### src/rtl/sensor_cfg_pkg.sv
// shared constants, types and helpers for the sensor configuration bank
package sensor_cfg_pkg;

  // ==========================================================================
  // register map
  localparam int unsigned DATA_W = 12;
  localparam int unsigned ADDR_W = 4;
  localparam int unsigned WORD_W = 16;
  localparam logic [3:0] OFS_SEQUENCER_CONTROL = 4'h0;
  localparam logic [3:0] OFS_COLUMN_ORIGIN = 4'h1;
  localparam logic [3:0] OFS_ROW_ORIGIN = 4'h2;
  localparam logic [3:0] OFS_KERNEL_COUNT = 4'h3;
  localparam logic [3:0] OFS_RESET_PULSE_SPAN = 4'h4;
  localparam logic [3:0] OFS_SECOND_SLOPE_POSITION = 4'h5;
  localparam logic [3:0] OFS_THIRD_SLOPE_POSITION = 4'h6;
  localparam logic [3:0] OFS_TRANSFER_POSITION = 4'h7;
  localparam logic [3:0] OFS_CALIBRATION_LEVEL_DAC = 4'h8;
  localparam logic [3:0] OFS_DARK_LEVEL_DAC = 4'h9;
  localparam logic [3:0] OFS_SHIFT_LEVEL_DAC = 4'ha;
  localparam logic [3:0] OFS_CONVERTER_INPUT_ROUTE = 4'hb;
  localparam logic [3:0] OFS_AMPLIFIER_CONFIG = 4'hc;
  localparam logic [3:0] OFS_CONVERTER_TRIM_LOW = 4'hd;
  localparam logic [3:0] OFS_CONVERTER_TRIM_MID = 4'he;
  localparam logic [3:0] OFS_CONVERTER_TRIM_HIGH = 4'hf;

  // ==========================================================================
  // reset values, in offset order
  localparam logic [15:0][11:0] REG_RESET = {
    12'h0db, 12'h6db, 12'hadf, 12'h7b0, 12'h0f0, 12'h055, 12'h06b, 12'h04a,
    12'h1e1, 12'h000, 12'h000, 12'h002, 12'h0a0, 12'h000, 12'h000, 12'h029};
  // implemented bits per register, in offset order
  localparam logic [15:0][11:0] REG_MASK = {
    12'h1ff, 12'hfff, 12'hfff, 12'hfff, 12'hfff, 12'h0ff, 12'h0ff, 12'h0ff,
    12'hfff, 12'hfff, 12'hfff, 12'hfff, 12'h0ff, 12'h1ff, 12'h0ff, 12'h7ff};

  // ==========================================================================
  // field positions
  localparam int unsigned SEQ_MASTER = 0;
  localparam int unsigned SEQ_SUBSAMPLE = 1;
  localparam int unsigned SEQ_GRAN_LO = 2;
  localparam int unsigned SEQ_AMP_OUT = 4;
  localparam int unsigned SEQ_CALIB_LINE = 5;
  localparam int unsigned SEQ_SECOND_EN = 6;
  localparam int unsigned SEQ_THIRD_EN = 7;
  localparam int unsigned SEQ_COL_FLIP = 8;
  localparam int unsigned SEQ_ROW_FLIP = 9;
  localparam int unsigned SEQ_NDR = 10;
  localparam int unsigned AMP_PRE_ATT = 5;
  localparam int unsigned WORD_ADDR_LO = 12;

  // ==========================================================================
  // timing
  localparam logic [1:0] SEQ_CLK_DIV_LAST = 2'h3;
  localparam logic [7:0] ROW_OVERHEAD_TICKS = 8'h08;
  localparam logic [4:0] FOT_TICKS_LAST = 5'h0f;
  localparam logic [8:0] ROW_LAST = 9'h1df;

  // ==========================================================================
  // types
  typedef enum logic [1:0] {S_IDLE, S_INTEG, S_FOT, S_READ} fsm_t;

  typedef struct packed {
    logic pix_reset;
    logic second_reset;
    logic third_reset;
    logic frame_transfer;
    logic calib_pulse;
  } shutter_t;

  typedef struct packed {
    logic frame_valid;
    logic line_valid;
    logic [8:0] row;
    logic [7:0] col;
  } readout_t;

  typedef struct packed {
    logic amp_on;
    logic half_gain_on;
  } analog_t;

  typedef struct packed {
    logic [2:0] out;
    logic [2:0] oe_n;
  } int_pins_t;

  // shutter divider limit from the granularity field
  function automatic logic [3:0] gran_limit(input logic [1:0] gran);
    gran_limit = 4'((4'h1 << gran) - 4'h1);
  endfunction : gran_limit

  // one step up or down, by one or two
  function automatic logic [8:0] step9(input logic [8:0] v, input logic down, input logic two);
    logic [8:0] d;
    d = two ? 9'h002 : 9'h001;
    step9 = down ? 9'(v - d) : 9'(v + d);
  endfunction : step9

endpackage : sensor_cfg_pkg

### src/rtl/image_sensor_sequencer_config.sv
// configuration register bank and frame sequencer of the snapshot sensor
//
// Operation
// - non-destructive mode: reset pixels once, then read several frames without reset
// - sequencer runs on input clock divided by four, like the converters
// - mode 1 sequencer times everything; mode 0 integration follows three pins
// - row subsampling reads one row, skips next; vertical only; off after reset
// - granularity field sets shutter clock division by input clock range
// - amplifier enable 1 turns amplifier on, 0 off; off at reset
// - calibration every line when 1, once per frame when 0
// - second slope enable adds reset at second position; else position ignored
// - third slope enable adds reset at third position; else position ignored
// - column flip 1 reads right to left, 0 left to right
// - eleven-bit sequencer control holds all mode fields, resets to 00000101001
// - readout width counts four-pixel kernels, resets to full line
// - reset pulse length in lines, resets to two
// - frame transfer position in lines, resets to 000111100001
// - input routing has three four-bit fields, resets to 000011110000
// - amplifier register holds gain, unity, attenuation, input, enables, fast bit
// - attenuation bit 0 inserts half gain stage, 1 passes straight
// - calibration word spread over three registers, low part first
// - a fully shifted word loads into addressed register on load strobe
// - frame valid high during frame readout, low during frame overhead
`timescale 1ns/1ps
`default_nettype none

module image_sensor_sequencer_config
  import sensor_cfg_pkg::*;
(
  input wire logic core_clk,
  input wire logic rst,
  input wire logic spi_clk,
  input wire logic spi_data,
  input wire logic spi_enable,
  input wire logic seq_rst_n,
  input wire logic [2:0] int_time_in,
  output var sensor_cfg_pkg::int_pins_t int_time,
  output var sensor_cfg_pkg::shutter_t shutter,
  output var sensor_cfg_pkg::readout_t readout,
  output var sensor_cfg_pkg::analog_t analog,
  output logic [15:0][11:0] reg_image
);
  import sensor_cfg_pkg::*;

  typedef struct packed {
    logic [15:0][11:0] regs;
    fsm_t fsm;
    logic [1:0] div;
    logic spi_clk_q;
    logic spi_en_q;
    logic [15:0] shift;
    logic [3:0] gcnt;
    logic [8:0] ltim;
    logic [11:0] line_cnt;
    logic [4:0] fot_cnt;
    logic [7:0] kcnt;
    logic ndr_done;
    logic int1_q;
    shutter_t sh;
    readout_t ro;
    analog_t an;
    int_pins_t ip;
  } state_t;

  state_t st;
  state_t nx;

  // ==========================================================================
  // field views
  logic seq_tick;
  logic master;
  logic subsample;
  logic [1:0] gran;
  logic second_slope_enable;
  logic third_slope_enable;
  logic col_flip;
  logic row_flip;
  logic ndr_on;
  logic calib_line;
  logic shutter_tick;
  logic line_tick;
  logic [11:0] seqc;

  assign seqc = st.regs[OFS_SEQUENCER_CONTROL];
  assign seq_tick = (st.div == SEQ_CLK_DIV_LAST);
  assign master = seqc[SEQ_MASTER];
  assign subsample = seqc[SEQ_SUBSAMPLE];
  assign gran = seqc[SEQ_GRAN_LO +: 2];
  assign calib_line = seqc[SEQ_CALIB_LINE];
  assign second_slope_enable = seqc[SEQ_SECOND_EN];
  assign third_slope_enable = seqc[SEQ_THIRD_EN];
  assign col_flip = seqc[SEQ_COL_FLIP];
  assign row_flip = seqc[SEQ_ROW_FLIP];
  assign ndr_on = seqc[SEQ_NDR];
  assign shutter_tick = seq_tick && (st.gcnt == gran_limit(gran));
  assign line_tick = shutter_tick &&
    (st.ltim == 9'(st.regs[OFS_KERNEL_COUNT][7:0] + ROW_OVERHEAD_TICKS - 8'h01));

  // ==========================================================================
  // next state
  always_comb begin
    nx = st;
    nx.div = 2'(st.div + 2'h1);
    nx.spi_clk_q = spi_clk;
    nx.spi_en_q = spi_enable;
    nx.sh.second_reset = 1'b0;
    nx.sh.third_reset = 1'b0;
    nx.sh.frame_transfer = 1'b0;
    nx.sh.calib_pulse = 1'b0;

    // serial shift and load
    if (spi_clk && !st.spi_clk_q) begin
      nx.shift = {st.shift[14:0], spi_data};
    end
    if (spi_enable && !st.spi_en_q) begin
      nx.regs[st.shift[WORD_ADDR_LO +: ADDR_W]] =
        st.shift[DATA_W-1:0] & REG_MASK[st.shift[WORD_ADDR_LO +: ADDR_W]];
    end

    // shutter divider and line timer
    if (seq_tick) begin
      nx.gcnt = shutter_tick ? 4'h0 : 4'(st.gcnt + 4'h1);
    end
    if (shutter_tick) begin
      nx.ltim = line_tick ? 9'h000 : 9'(st.ltim + 9'h001);
    end

    if (!seq_rst_n) begin
      nx.fsm = S_IDLE;
      nx.sh.pix_reset = 1'b0;
      nx.ro.frame_valid = 1'b0;
      nx.ro.line_valid = 1'b0;
      nx.ndr_done = 1'b0;
      nx.gcnt = 4'h0;
      nx.ltim = 9'h000;
    end else if (seq_tick) begin
      nx.int1_q = int_time_in[0];
      case (st.fsm)
        S_IDLE: begin
          nx.fsm = S_INTEG;
          nx.line_cnt = 12'h000;
          nx.sh.pix_reset = master && !(ndr_on && st.ndr_done);
        end
        S_INTEG: begin
          if (master) begin
            if (line_tick) begin
              nx.line_cnt = 12'(st.line_cnt + 12'h001);
              if (st.line_cnt == 12'(st.regs[OFS_RESET_PULSE_SPAN] - 12'h002)) begin
                nx.sh.pix_reset = 1'b0;
              end
              if (second_slope_enable &&
                  st.line_cnt == 12'(st.regs[OFS_SECOND_SLOPE_POSITION] - 12'h001)) begin
                nx.sh.second_reset = 1'b1;
              end
              if (third_slope_enable &&
                  st.line_cnt == 12'(st.regs[OFS_THIRD_SLOPE_POSITION] - 12'h001)) begin
                nx.sh.third_reset = 1'b1;
              end
              if (st.line_cnt == 12'(st.regs[OFS_TRANSFER_POSITION] - 12'h001)) begin
                nx.sh.frame_transfer = 1'b1;
                nx.sh.pix_reset = 1'b0;
                nx.fsm = S_FOT;
                nx.fot_cnt = 5'h00;
              end
            end
          end else begin
            nx.sh.pix_reset = !int_time_in[0] && !(ndr_on && st.ndr_done);
            nx.sh.second_reset = int_time_in[1];
            nx.sh.third_reset = int_time_in[2];
            if (st.int1_q && !int_time_in[0]) begin
              nx.sh.frame_transfer = 1'b1;
              nx.sh.pix_reset = 1'b0;
              nx.fsm = S_FOT;
              nx.fot_cnt = 5'h00;
            end
          end
        end
        S_FOT: begin
          nx.fot_cnt = 5'(st.fot_cnt + 5'h01);
          if (st.fot_cnt == FOT_TICKS_LAST) begin
            nx.fsm = S_READ;
            nx.ro.frame_valid = 1'b1;
            nx.ro.line_valid = 1'b1;
            nx.ro.row = st.regs[OFS_ROW_ORIGIN][8:0];
            nx.ro.col = 8'({st.regs[OFS_COLUMN_ORIGIN][6:0], 1'b0});
            nx.kcnt = 8'h01;
            nx.sh.calib_pulse = 1'b1;
          end
        end
        S_READ: begin
          if (st.kcnt == st.regs[OFS_KERNEL_COUNT][7:0]) begin
            nx.kcnt = 8'h01;
            nx.ro.col = 8'({st.regs[OFS_COLUMN_ORIGIN][6:0], 1'b0});
            nx.ro.row = step9(st.ro.row, row_flip, subsample);
            nx.sh.calib_pulse = calib_line;
            if ((!row_flip && step9(st.ro.row, 1'b0, subsample) > ROW_LAST) ||
                (row_flip && st.ro.row < (subsample ? 9'h002 : 9'h001))) begin
              nx.fsm = S_IDLE;
              nx.ro.frame_valid = 1'b0;
              nx.ro.line_valid = 1'b0;
              nx.sh.calib_pulse = 1'b0;
              nx.ndr_done = ndr_on;
            end
          end else begin
            nx.kcnt = 8'(st.kcnt + 8'h01);
            nx.ro.col = col_flip ? 8'(st.ro.col - 8'h01) : 8'(st.ro.col + 8'h01);
          end
        end
        default: begin
          nx.fsm = S_IDLE;
        end
      endcase
    end

    // integration pins and analog controls
    nx.ip.oe_n = master ? 3'h0 : 3'h7;
    nx.ip.out = {nx.sh.third_reset, nx.sh.second_reset,
                 (nx.fsm == S_INTEG) && !nx.sh.pix_reset};
    nx.an.amp_on = seqc[SEQ_AMP_OUT];
    nx.an.half_gain_on = !st.regs[OFS_AMPLIFIER_CONFIG][AMP_PRE_ATT];
  end

  // ==========================================================================
  // state register
  always_ff @(posedge core_clk or posedge rst) begin
    if (rst) begin
      st <= '0;
      st.regs <= REG_RESET;
      st.fsm <= S_IDLE;
      st.ip.oe_n <= 3'h0;
      st.an.half_gain_on <= 1'b0;
    end else begin
      st <= nx;
    end
  end

  assign int_time = st.ip;
  assign shutter = st.sh;
  assign readout = st.ro;
  assign analog = st.an;
  assign reg_image = st.regs;

  // ==========================================================================
  // assertions
  a_seq_clock_div: assert property (@(posedge core_clk) disable iff (rst)
    seq_tick |=> !seq_tick ##1 !seq_tick ##1 !seq_tick ##1 seq_tick)
    else $error("sequencer tick not every fourth clock");

  a_ndr_no_reset: assert property (@(posedge core_clk) disable iff (rst)
    (seq_rst_n && ndr_on && st.ndr_done && $past(ndr_on)) |-> !$rose(st.sh.pix_reset))
    else $error("pixel reset during non-destructive sequence");

  a_slave_pins_released: assert property (@(posedge core_clk) disable iff (rst)
    !master |=> st.ip.oe_n == 3'h7)
    else $error("integration pins driven in slave mode");

  a_subsample_step: assert property (@(posedge core_clk) disable iff (rst)
    (st.fsm == S_READ && nx.fsm == S_READ && st.ro.row != nx.ro.row && subsample && !row_flip)
      |=> st.ro.row == 9'($past(st.ro.row) + 9'h002))
    else $error("subsampled row step is not two");

  a_second_ignored: assert property (@(posedge core_clk) disable iff (rst)
    (master && !$past(second_slope_enable) && $past(master)) |-> !st.sh.second_reset)
    else $error("second slope reset while disabled");

  a_third_ignored: assert property (@(posedge core_clk) disable iff (rst)
    (master && !$past(third_slope_enable) && $past(master)) |-> !st.sh.third_reset)
    else $error("third slope reset while disabled");

  a_col_direction: assert property (@(posedge core_clk) disable iff (rst)
    (st.fsm == S_READ && seq_tick && seq_rst_n && col_flip
      && st.kcnt != st.regs[OFS_KERNEL_COUNT][7:0]) |=> st.ro.col == 8'($past(st.ro.col) - 8'h01))
    else $error("column does not step right to left");

  a_frame_valid_read: assert property (@(posedge core_clk) disable iff (rst)
    st.ro.frame_valid |-> st.fsm == S_READ)
    else $error("frame valid outside readout");

  a_spi_load: assert property (@(posedge core_clk) disable iff (rst)
    (spi_enable && !st.spi_en_q) |=> st.regs[$past(st.shift[15:12])]
      == ($past(st.shift[11:0]) & REG_MASK[$past(st.shift[15:12])]))
    else $error("serial word not loaded on strobe");

  a_amp_follows: assert property (@(posedge core_clk) disable iff (rst)
    ##1 st.an.amp_on == $past(seqc[SEQ_AMP_OUT]))
    else $error("amplifier enable does not follow its bit");

  c_frame_read: cover property (@(posedge core_clk) disable iff (rst) $fell(st.ro.frame_valid));
  c_ndr_frame: cover property (@(posedge core_clk) disable iff (rst) st.ndr_done && st.fsm == S_READ);
  c_slave_transfer: cover property (@(posedge core_clk) disable iff (rst) !master && st.sh.frame_transfer);
  c_second_slope: cover property (@(posedge core_clk) disable iff (rst) st.sh.second_reset && master);

endmodule : image_sensor_sequencer_config

`default_nettype wire

### config.mk
export PLATFORM = sky130hd
export DESIGN_NAME = image_sensor_sequencer_config
export DESIGN_NICKNAME = d
export VERILOG_FILES = /design/src/rtl/sensor_cfg_pkg.sv /design/src/rtl/image_sensor_sequencer_config.sv
export SDC_FILE = /design/constraint.sdc
export NUM_CORES = 1
export LEC_CHECK = 0
export BUFFER_PORTS_ARGS = -buffer_cell sky130_fd_sc_hd__buf_2
export CAP_MARGIN = 40
export CORE_ASPECT_RATIO = 0.5
export CORE_MARGIN = 5
export CORE_UTILIZATION = 58
export CTS_CLUSTER_DIAMETER = 40
export DETAILED_ROUTE_END_ITERATION = 10
export GPL_ROUTABILITY_DRIVEN = 0
export PLACE_DENSITY = 0.8
export SYNTH_ARGS = -nofsm -noshare
export SYNTH_HDL_FRONTEND = slang
export SYNTH_SLANG_ARGS = --single-unit
### constraint.sdc
create_clock -name core_clk -period 10.85 [get_ports core_clk]
set_clock_uncertainty 0.2 [all_clocks]
set_input_delay 1.085 -clock core_clk [delete_from_list [all_inputs] [get_ports core_clk]]
set_output_delay 1.085 -clock core_clk [all_outputs]
set_load 0.005 [all_outputs]
== Word level (Yosys, flattened, before mapping) ==
Memory sizes are Yosys's and may differ from the RTL's.
Index checks and enable logic that the tools add are counted.
Widths: inputs -> output; s select.

* Flip-flop bits (word level): 286
* Input port bits: 9
* Memories kept: 1
* Logic and storage cells: 184
* Output and inout bits: 224
* ROM bits: 192

{| class="wikitable"
|+ Memories
! name !! depth !! width !! read ports !! clocked after memory_dff !! write ports !! RTL line !! text
|-
| (name not given) || 16 || 12 || 1 || 0 || 0 || image_sensor_sequencer_config.sv:117 || <nowiki>st.shift[DATA_W-1:0] & REG_MASK[st.shift[WORD_ADDR_LO +: ADDR_W]];</nowiki>
|}

* Reductions and logical operators: 33
* Add/sub/neg operators: 17
* Equality and inequality tests: 29
* Order comparisons: 4
* Multiplexer cells: 57
* Shift-type cells: 1
* Bitwise gates (word level): 1

{| class="wikitable"
|+ Operators with widths
! operator !! number
|-
| $bwmux 192 || 1
|-
| $demux 12 s4 || 1
|-
| $eq 12x12->1 || 4
|-
| $mux 12 || 4
|-
| $pmux 20 s2 || 1
|-
| $sub 12x1->12 const B || 3
|-
| $mux 8 || 4
|-
| $mux 9 || 3
|-
| $mux 26 || 1
|-
| $pmux 12 s2 || 1
|-
| $mux 2 || 11
|-
| $mux 20 || 1
|-
| $mux 4 || 5
|-
| $ne 3x3->1 const B || 6
|-
| $mux 17 || 1
|-
| $add 8x1->8 const B || 2
|-
| $pmux 8 s2 || 1
|-
| $mux 5 || 3
|-
| $reduce_and 5->1 || 3
|-
| $logic_and 1x1->1 || 14
|-
| $mux 13 || 1
|-
| $add 12x1->12 const B || 1
|-
| $and 12x12->12 || 1
|-
| $mux 1 || 12
|-
| 36 further kinds || 57
|}

== Longest topological paths before layout ==
* Depth in word-level cells: 12
* Mapped depth: 12
* Gate-level depth less buffers: 12

== Worst setup path after synthesis ==
Ideal clock, no wire load.

* Kind: flip-flop to flip-flop
* From: reg st, in the netlist seqc[1]
* To: reg st, in the netlist int_time[3]
* Buffers on the path: 0
* Required time: 10.556 ns
* Setup time: 0.094 ns
* Stages on the path, launching flop included: 11
* Arrival time: 2.628 ns
* Clock period less this slack: 2.922 ns
* Setup slack: 7.928 ns
* Path through: dfrtp_1 > inv_1 > ha_1 > inv_1 > fa_1 > or4_1 > a311oi_1 > nor2b_1 > o311ai_0 > o21ai_1 > a211oi_1

{| class="wikitable"
|+ RTL lines
! item !! RTL line !! text
|-
| start: declaration || image_sensor_sequencer_config.sv:65 || <nowiki>state_t st;</nowiki>
|-
| start signal: assignment || image_sensor_sequencer_config.sv:233 || <nowiki>st <= nx;</nowiki>
|}

== Worst setup path after layout ==
* From: reg st, in the netlist reg_image[38]
* To: reg st, in the netlist readout[13]

* Word-level cells in the longest chain between the ends: 3

{| class="wikitable"
|+ RTL lines
! item !! RTL line !! text
|-
| $eq 8x8->1 || image_sensor_sequencer_config.sv:191 || <nowiki>if (st.kcnt == st.regs[OFS_KERNEL_COUNT][7:0]) begin</nowiki>
|-
| $ne 2x2->1 (no line) || n/a ||
|-
| $reduce_and 5->1 (no line) || n/a ||
|}

Every way passes these cells.
A chain may end at the register's enable or synchronous reset.

==> run metrics <==
status complete, no violations; Post-synth EDFFs 0; Final Hold Violating Endpoints 0; top cell type's share of synthesized area 36.08%; worst min path class reg -> reg; clock share of power around a third; die span in x 242.0 um; Gate power share between 20% and 30%; First-pass DRT Iterations 5; TritonCTS Sinks 281; max-capacitance violation count 0; Netlist Area Pre-Place 15610 um2; Clock Pin Slew Worst Setup and Hold Paths around 0.06 ns; DRT Wirelength 40130 um; Synth area leader dfrtp_1; number of buffers created by CTS 29; Worst Path Class, Setup reg -> reg; fmax roughly 280 MHz; fin util between 60% and 70%; FFs w/ async S/R, synth 100.0%; synth top area cells dfrtp_1, buf_4, mux2_2; GRT Util Overall between 20% and 30%; net count after synthesis roughly 1500; first-pass GRT wire length about 64000 um; Post-route DRC 0; # hold bufs at CTS 0; Rel. slew slack a little over a third; Die H 126.0 um; initial core utilization 58.92%; vias in the first global route 11230; I/O Buffers 232; fin crit share between 30% and 40%; die footprint around 30000 um2; Final HPWL DP between 20000 and 30000 um; post-DR vias/cell just under 6; Sw Share about a third; Seq pwr share around two fifths; Post-Route Setup TNS 0 ns; area delta synth->final 5.676%; Post-Syn Area per Cell a little over 10 um2; Iteration-0 DRC Markers about 910; max-slew violations 0; CTS root buffer clkbuf_16; worst skew pair latency approximately 0.56 ns; Vias between 10000 and 15000; RSZ-0062 raised after global routing false; Post-synth top cells buf_4, dfrtp_1, mux2_2; Final nets roughly 1500; antenna-violating nets left 0; Least-Margin Pin Slew ~0.96 ns; DR WL/cell about 21 um; CP Capture Type flip-flop; Cell Rows 42; Yosys Warn Count 0; setup violators final 0; Worst setup SP type flip-flop; IO Count 233; fraction of layout cells with a size suffix above 1 33.49%; H-Tree Depth 1; Internal between 2 and 2.5 mW; Post-Syn Instances 1512; CTS tree done; largest net degree at the start of global routing ~130; Reg2Reg Setup Slack 7.30 ns; Post-CTS Setup Inserts 0; worst vdd ir between 0.1 and 0.15 mV; fin crit period 3.550 ns; sw power 1.104 mW; register bit total from synthesis ~280; Diodes inserted 0; Design Power between 3 and 4 mW; grt ovf 0; register area share after synthesis between 40% and 50%; core footprint around 26000 um2; main flop type after synthesis dfrtp_1; CTS max path bufs 3; crit-path max FO 13; crit path DAT between 3 and 4 ns; Synth cell types 76; PwrDens ~200 nW/um2; initial antenna violation count 3; post-CTS sizing 0; Leak just over 8 nW; critical path required time roughly 11 ns
-- power groups by stage --
stage	Clock (mW)	Combinational [mW]	Sequential [mW]
6_report	1.07	0.837	1.38
3_3_place_gp	0	0.696	1.43
2_1_floorplan	0	0.682	1.28
5_1_grt	1.13	0.910	1.40
3_5_place_dp	0	0.828	1.39
4_1_cts	1.08	0.833	1.38
-- final cells by class --
type / instances / area (um2)
fill: 2100 / 9993
multi-input combinational: 891 / 6372
inverter: 47 / 183.9
sequential: 281 / 7102
timing repair buffer: 245 / 1379
clock inverter: 17 / 232.7
tap: 352 / 440.4
clock buffer: 36 / 782.0
-- cells in the final DEF (no fill, tap or decap), drive strengths merged, types with 7 or more instances in the layout --
master	n
and3	15
nand2b	9
a21oi	35
nor3b	14
ha	22
nor2	62
o22ai	7
nand4	14
clkinv	8
or4	9
or3	8
nand3	30
o211ai	9
nor3	31
mux2	145
inv	49
dfstp	56
nand2	117
xor2	35
mux2i	7
and2	36
o21ai	78
xnor2	65
nor4	12
dfrtp	225
a21o	9
a31oi	11
nor2b	24
buf	245
clkbuf	36
-- cells by family (layout without fill, tap and decap cells) --
logic type / after synthesis / count (layout) / share of synthesized area, %
simple gates: 404 / 404 / 13.53
compound gates: 210 / 210 / 8.627
flops: 281 / 281 / 45.51
mux: 152 / 152 / 10.91
xor+xnor: 100 / 100 / 5.612
buf+inv: 340 / 345 / 13.66
fa+ha+maj: 25 / 25 / 2.149
-- worst max-delay path: stages, from the launching register on --
cell and delay, ns:
dfrtp_1 0.65, xnor2_1 0.19, nand4_1 0.11, nor2_1 0.22
nand3_1 0.49, o21ai_1 0.70, nand2_1 0.40, o21ai_0 0.31
o21ai_0 0.13
-- routing by layer --
layer | global-route usage [%] | share of wire (%)
met1 | 33.47 | 41
met2 | 43.56 | 49
met3 | 6.012 | 7.4
met4 | 7.878 | 3.3
met5 | 0 | 0.042
-- path summary, 6_finish.rpt --
check,startpoint,to,cells after the start
worst min register to register,seqc[4],analog[1],0
worst max-delay path,reg_image[38],readout[13],8
min in group asynchronous,rst,reg_image[20],2
worst min-delay path,seqc[4],analog[1],0
max in group asynchronous,rst,st[82],4
worst max register to register,reg_image[38],readout[13],8
-- per-stage QoR --
| stage | std cells | hold WS, ns | cell area, um2 | worst slack [ns] |
|---|---|---|---|---|
| 3_5_place_dp | 1816 | 0.1905 | 15480 | 7.365 |
| 3_3_place_gp | 1806 | 0.1748 | 15280 | 7.115 |
| 5_1_grt | 1869 | 0.2289 | 16490 | 7.157 |
| 4_1_cts | 1869 | 0.2048 | 16490 | 7.335 |
| 6_report | 1869 | 0.2203 | 16490 | 7.300 |
| 2_1_floorplan | 1512 | 0.1698 | 15610 | 1.907 |
-- flip-flops by register name (all words and copies together) (netlist names) --
register	count
reg_image	180
st	62
analog	2
readout	18
seqc	12
int_time	4
shutter	3
Power figures use the tool's default switching activity.
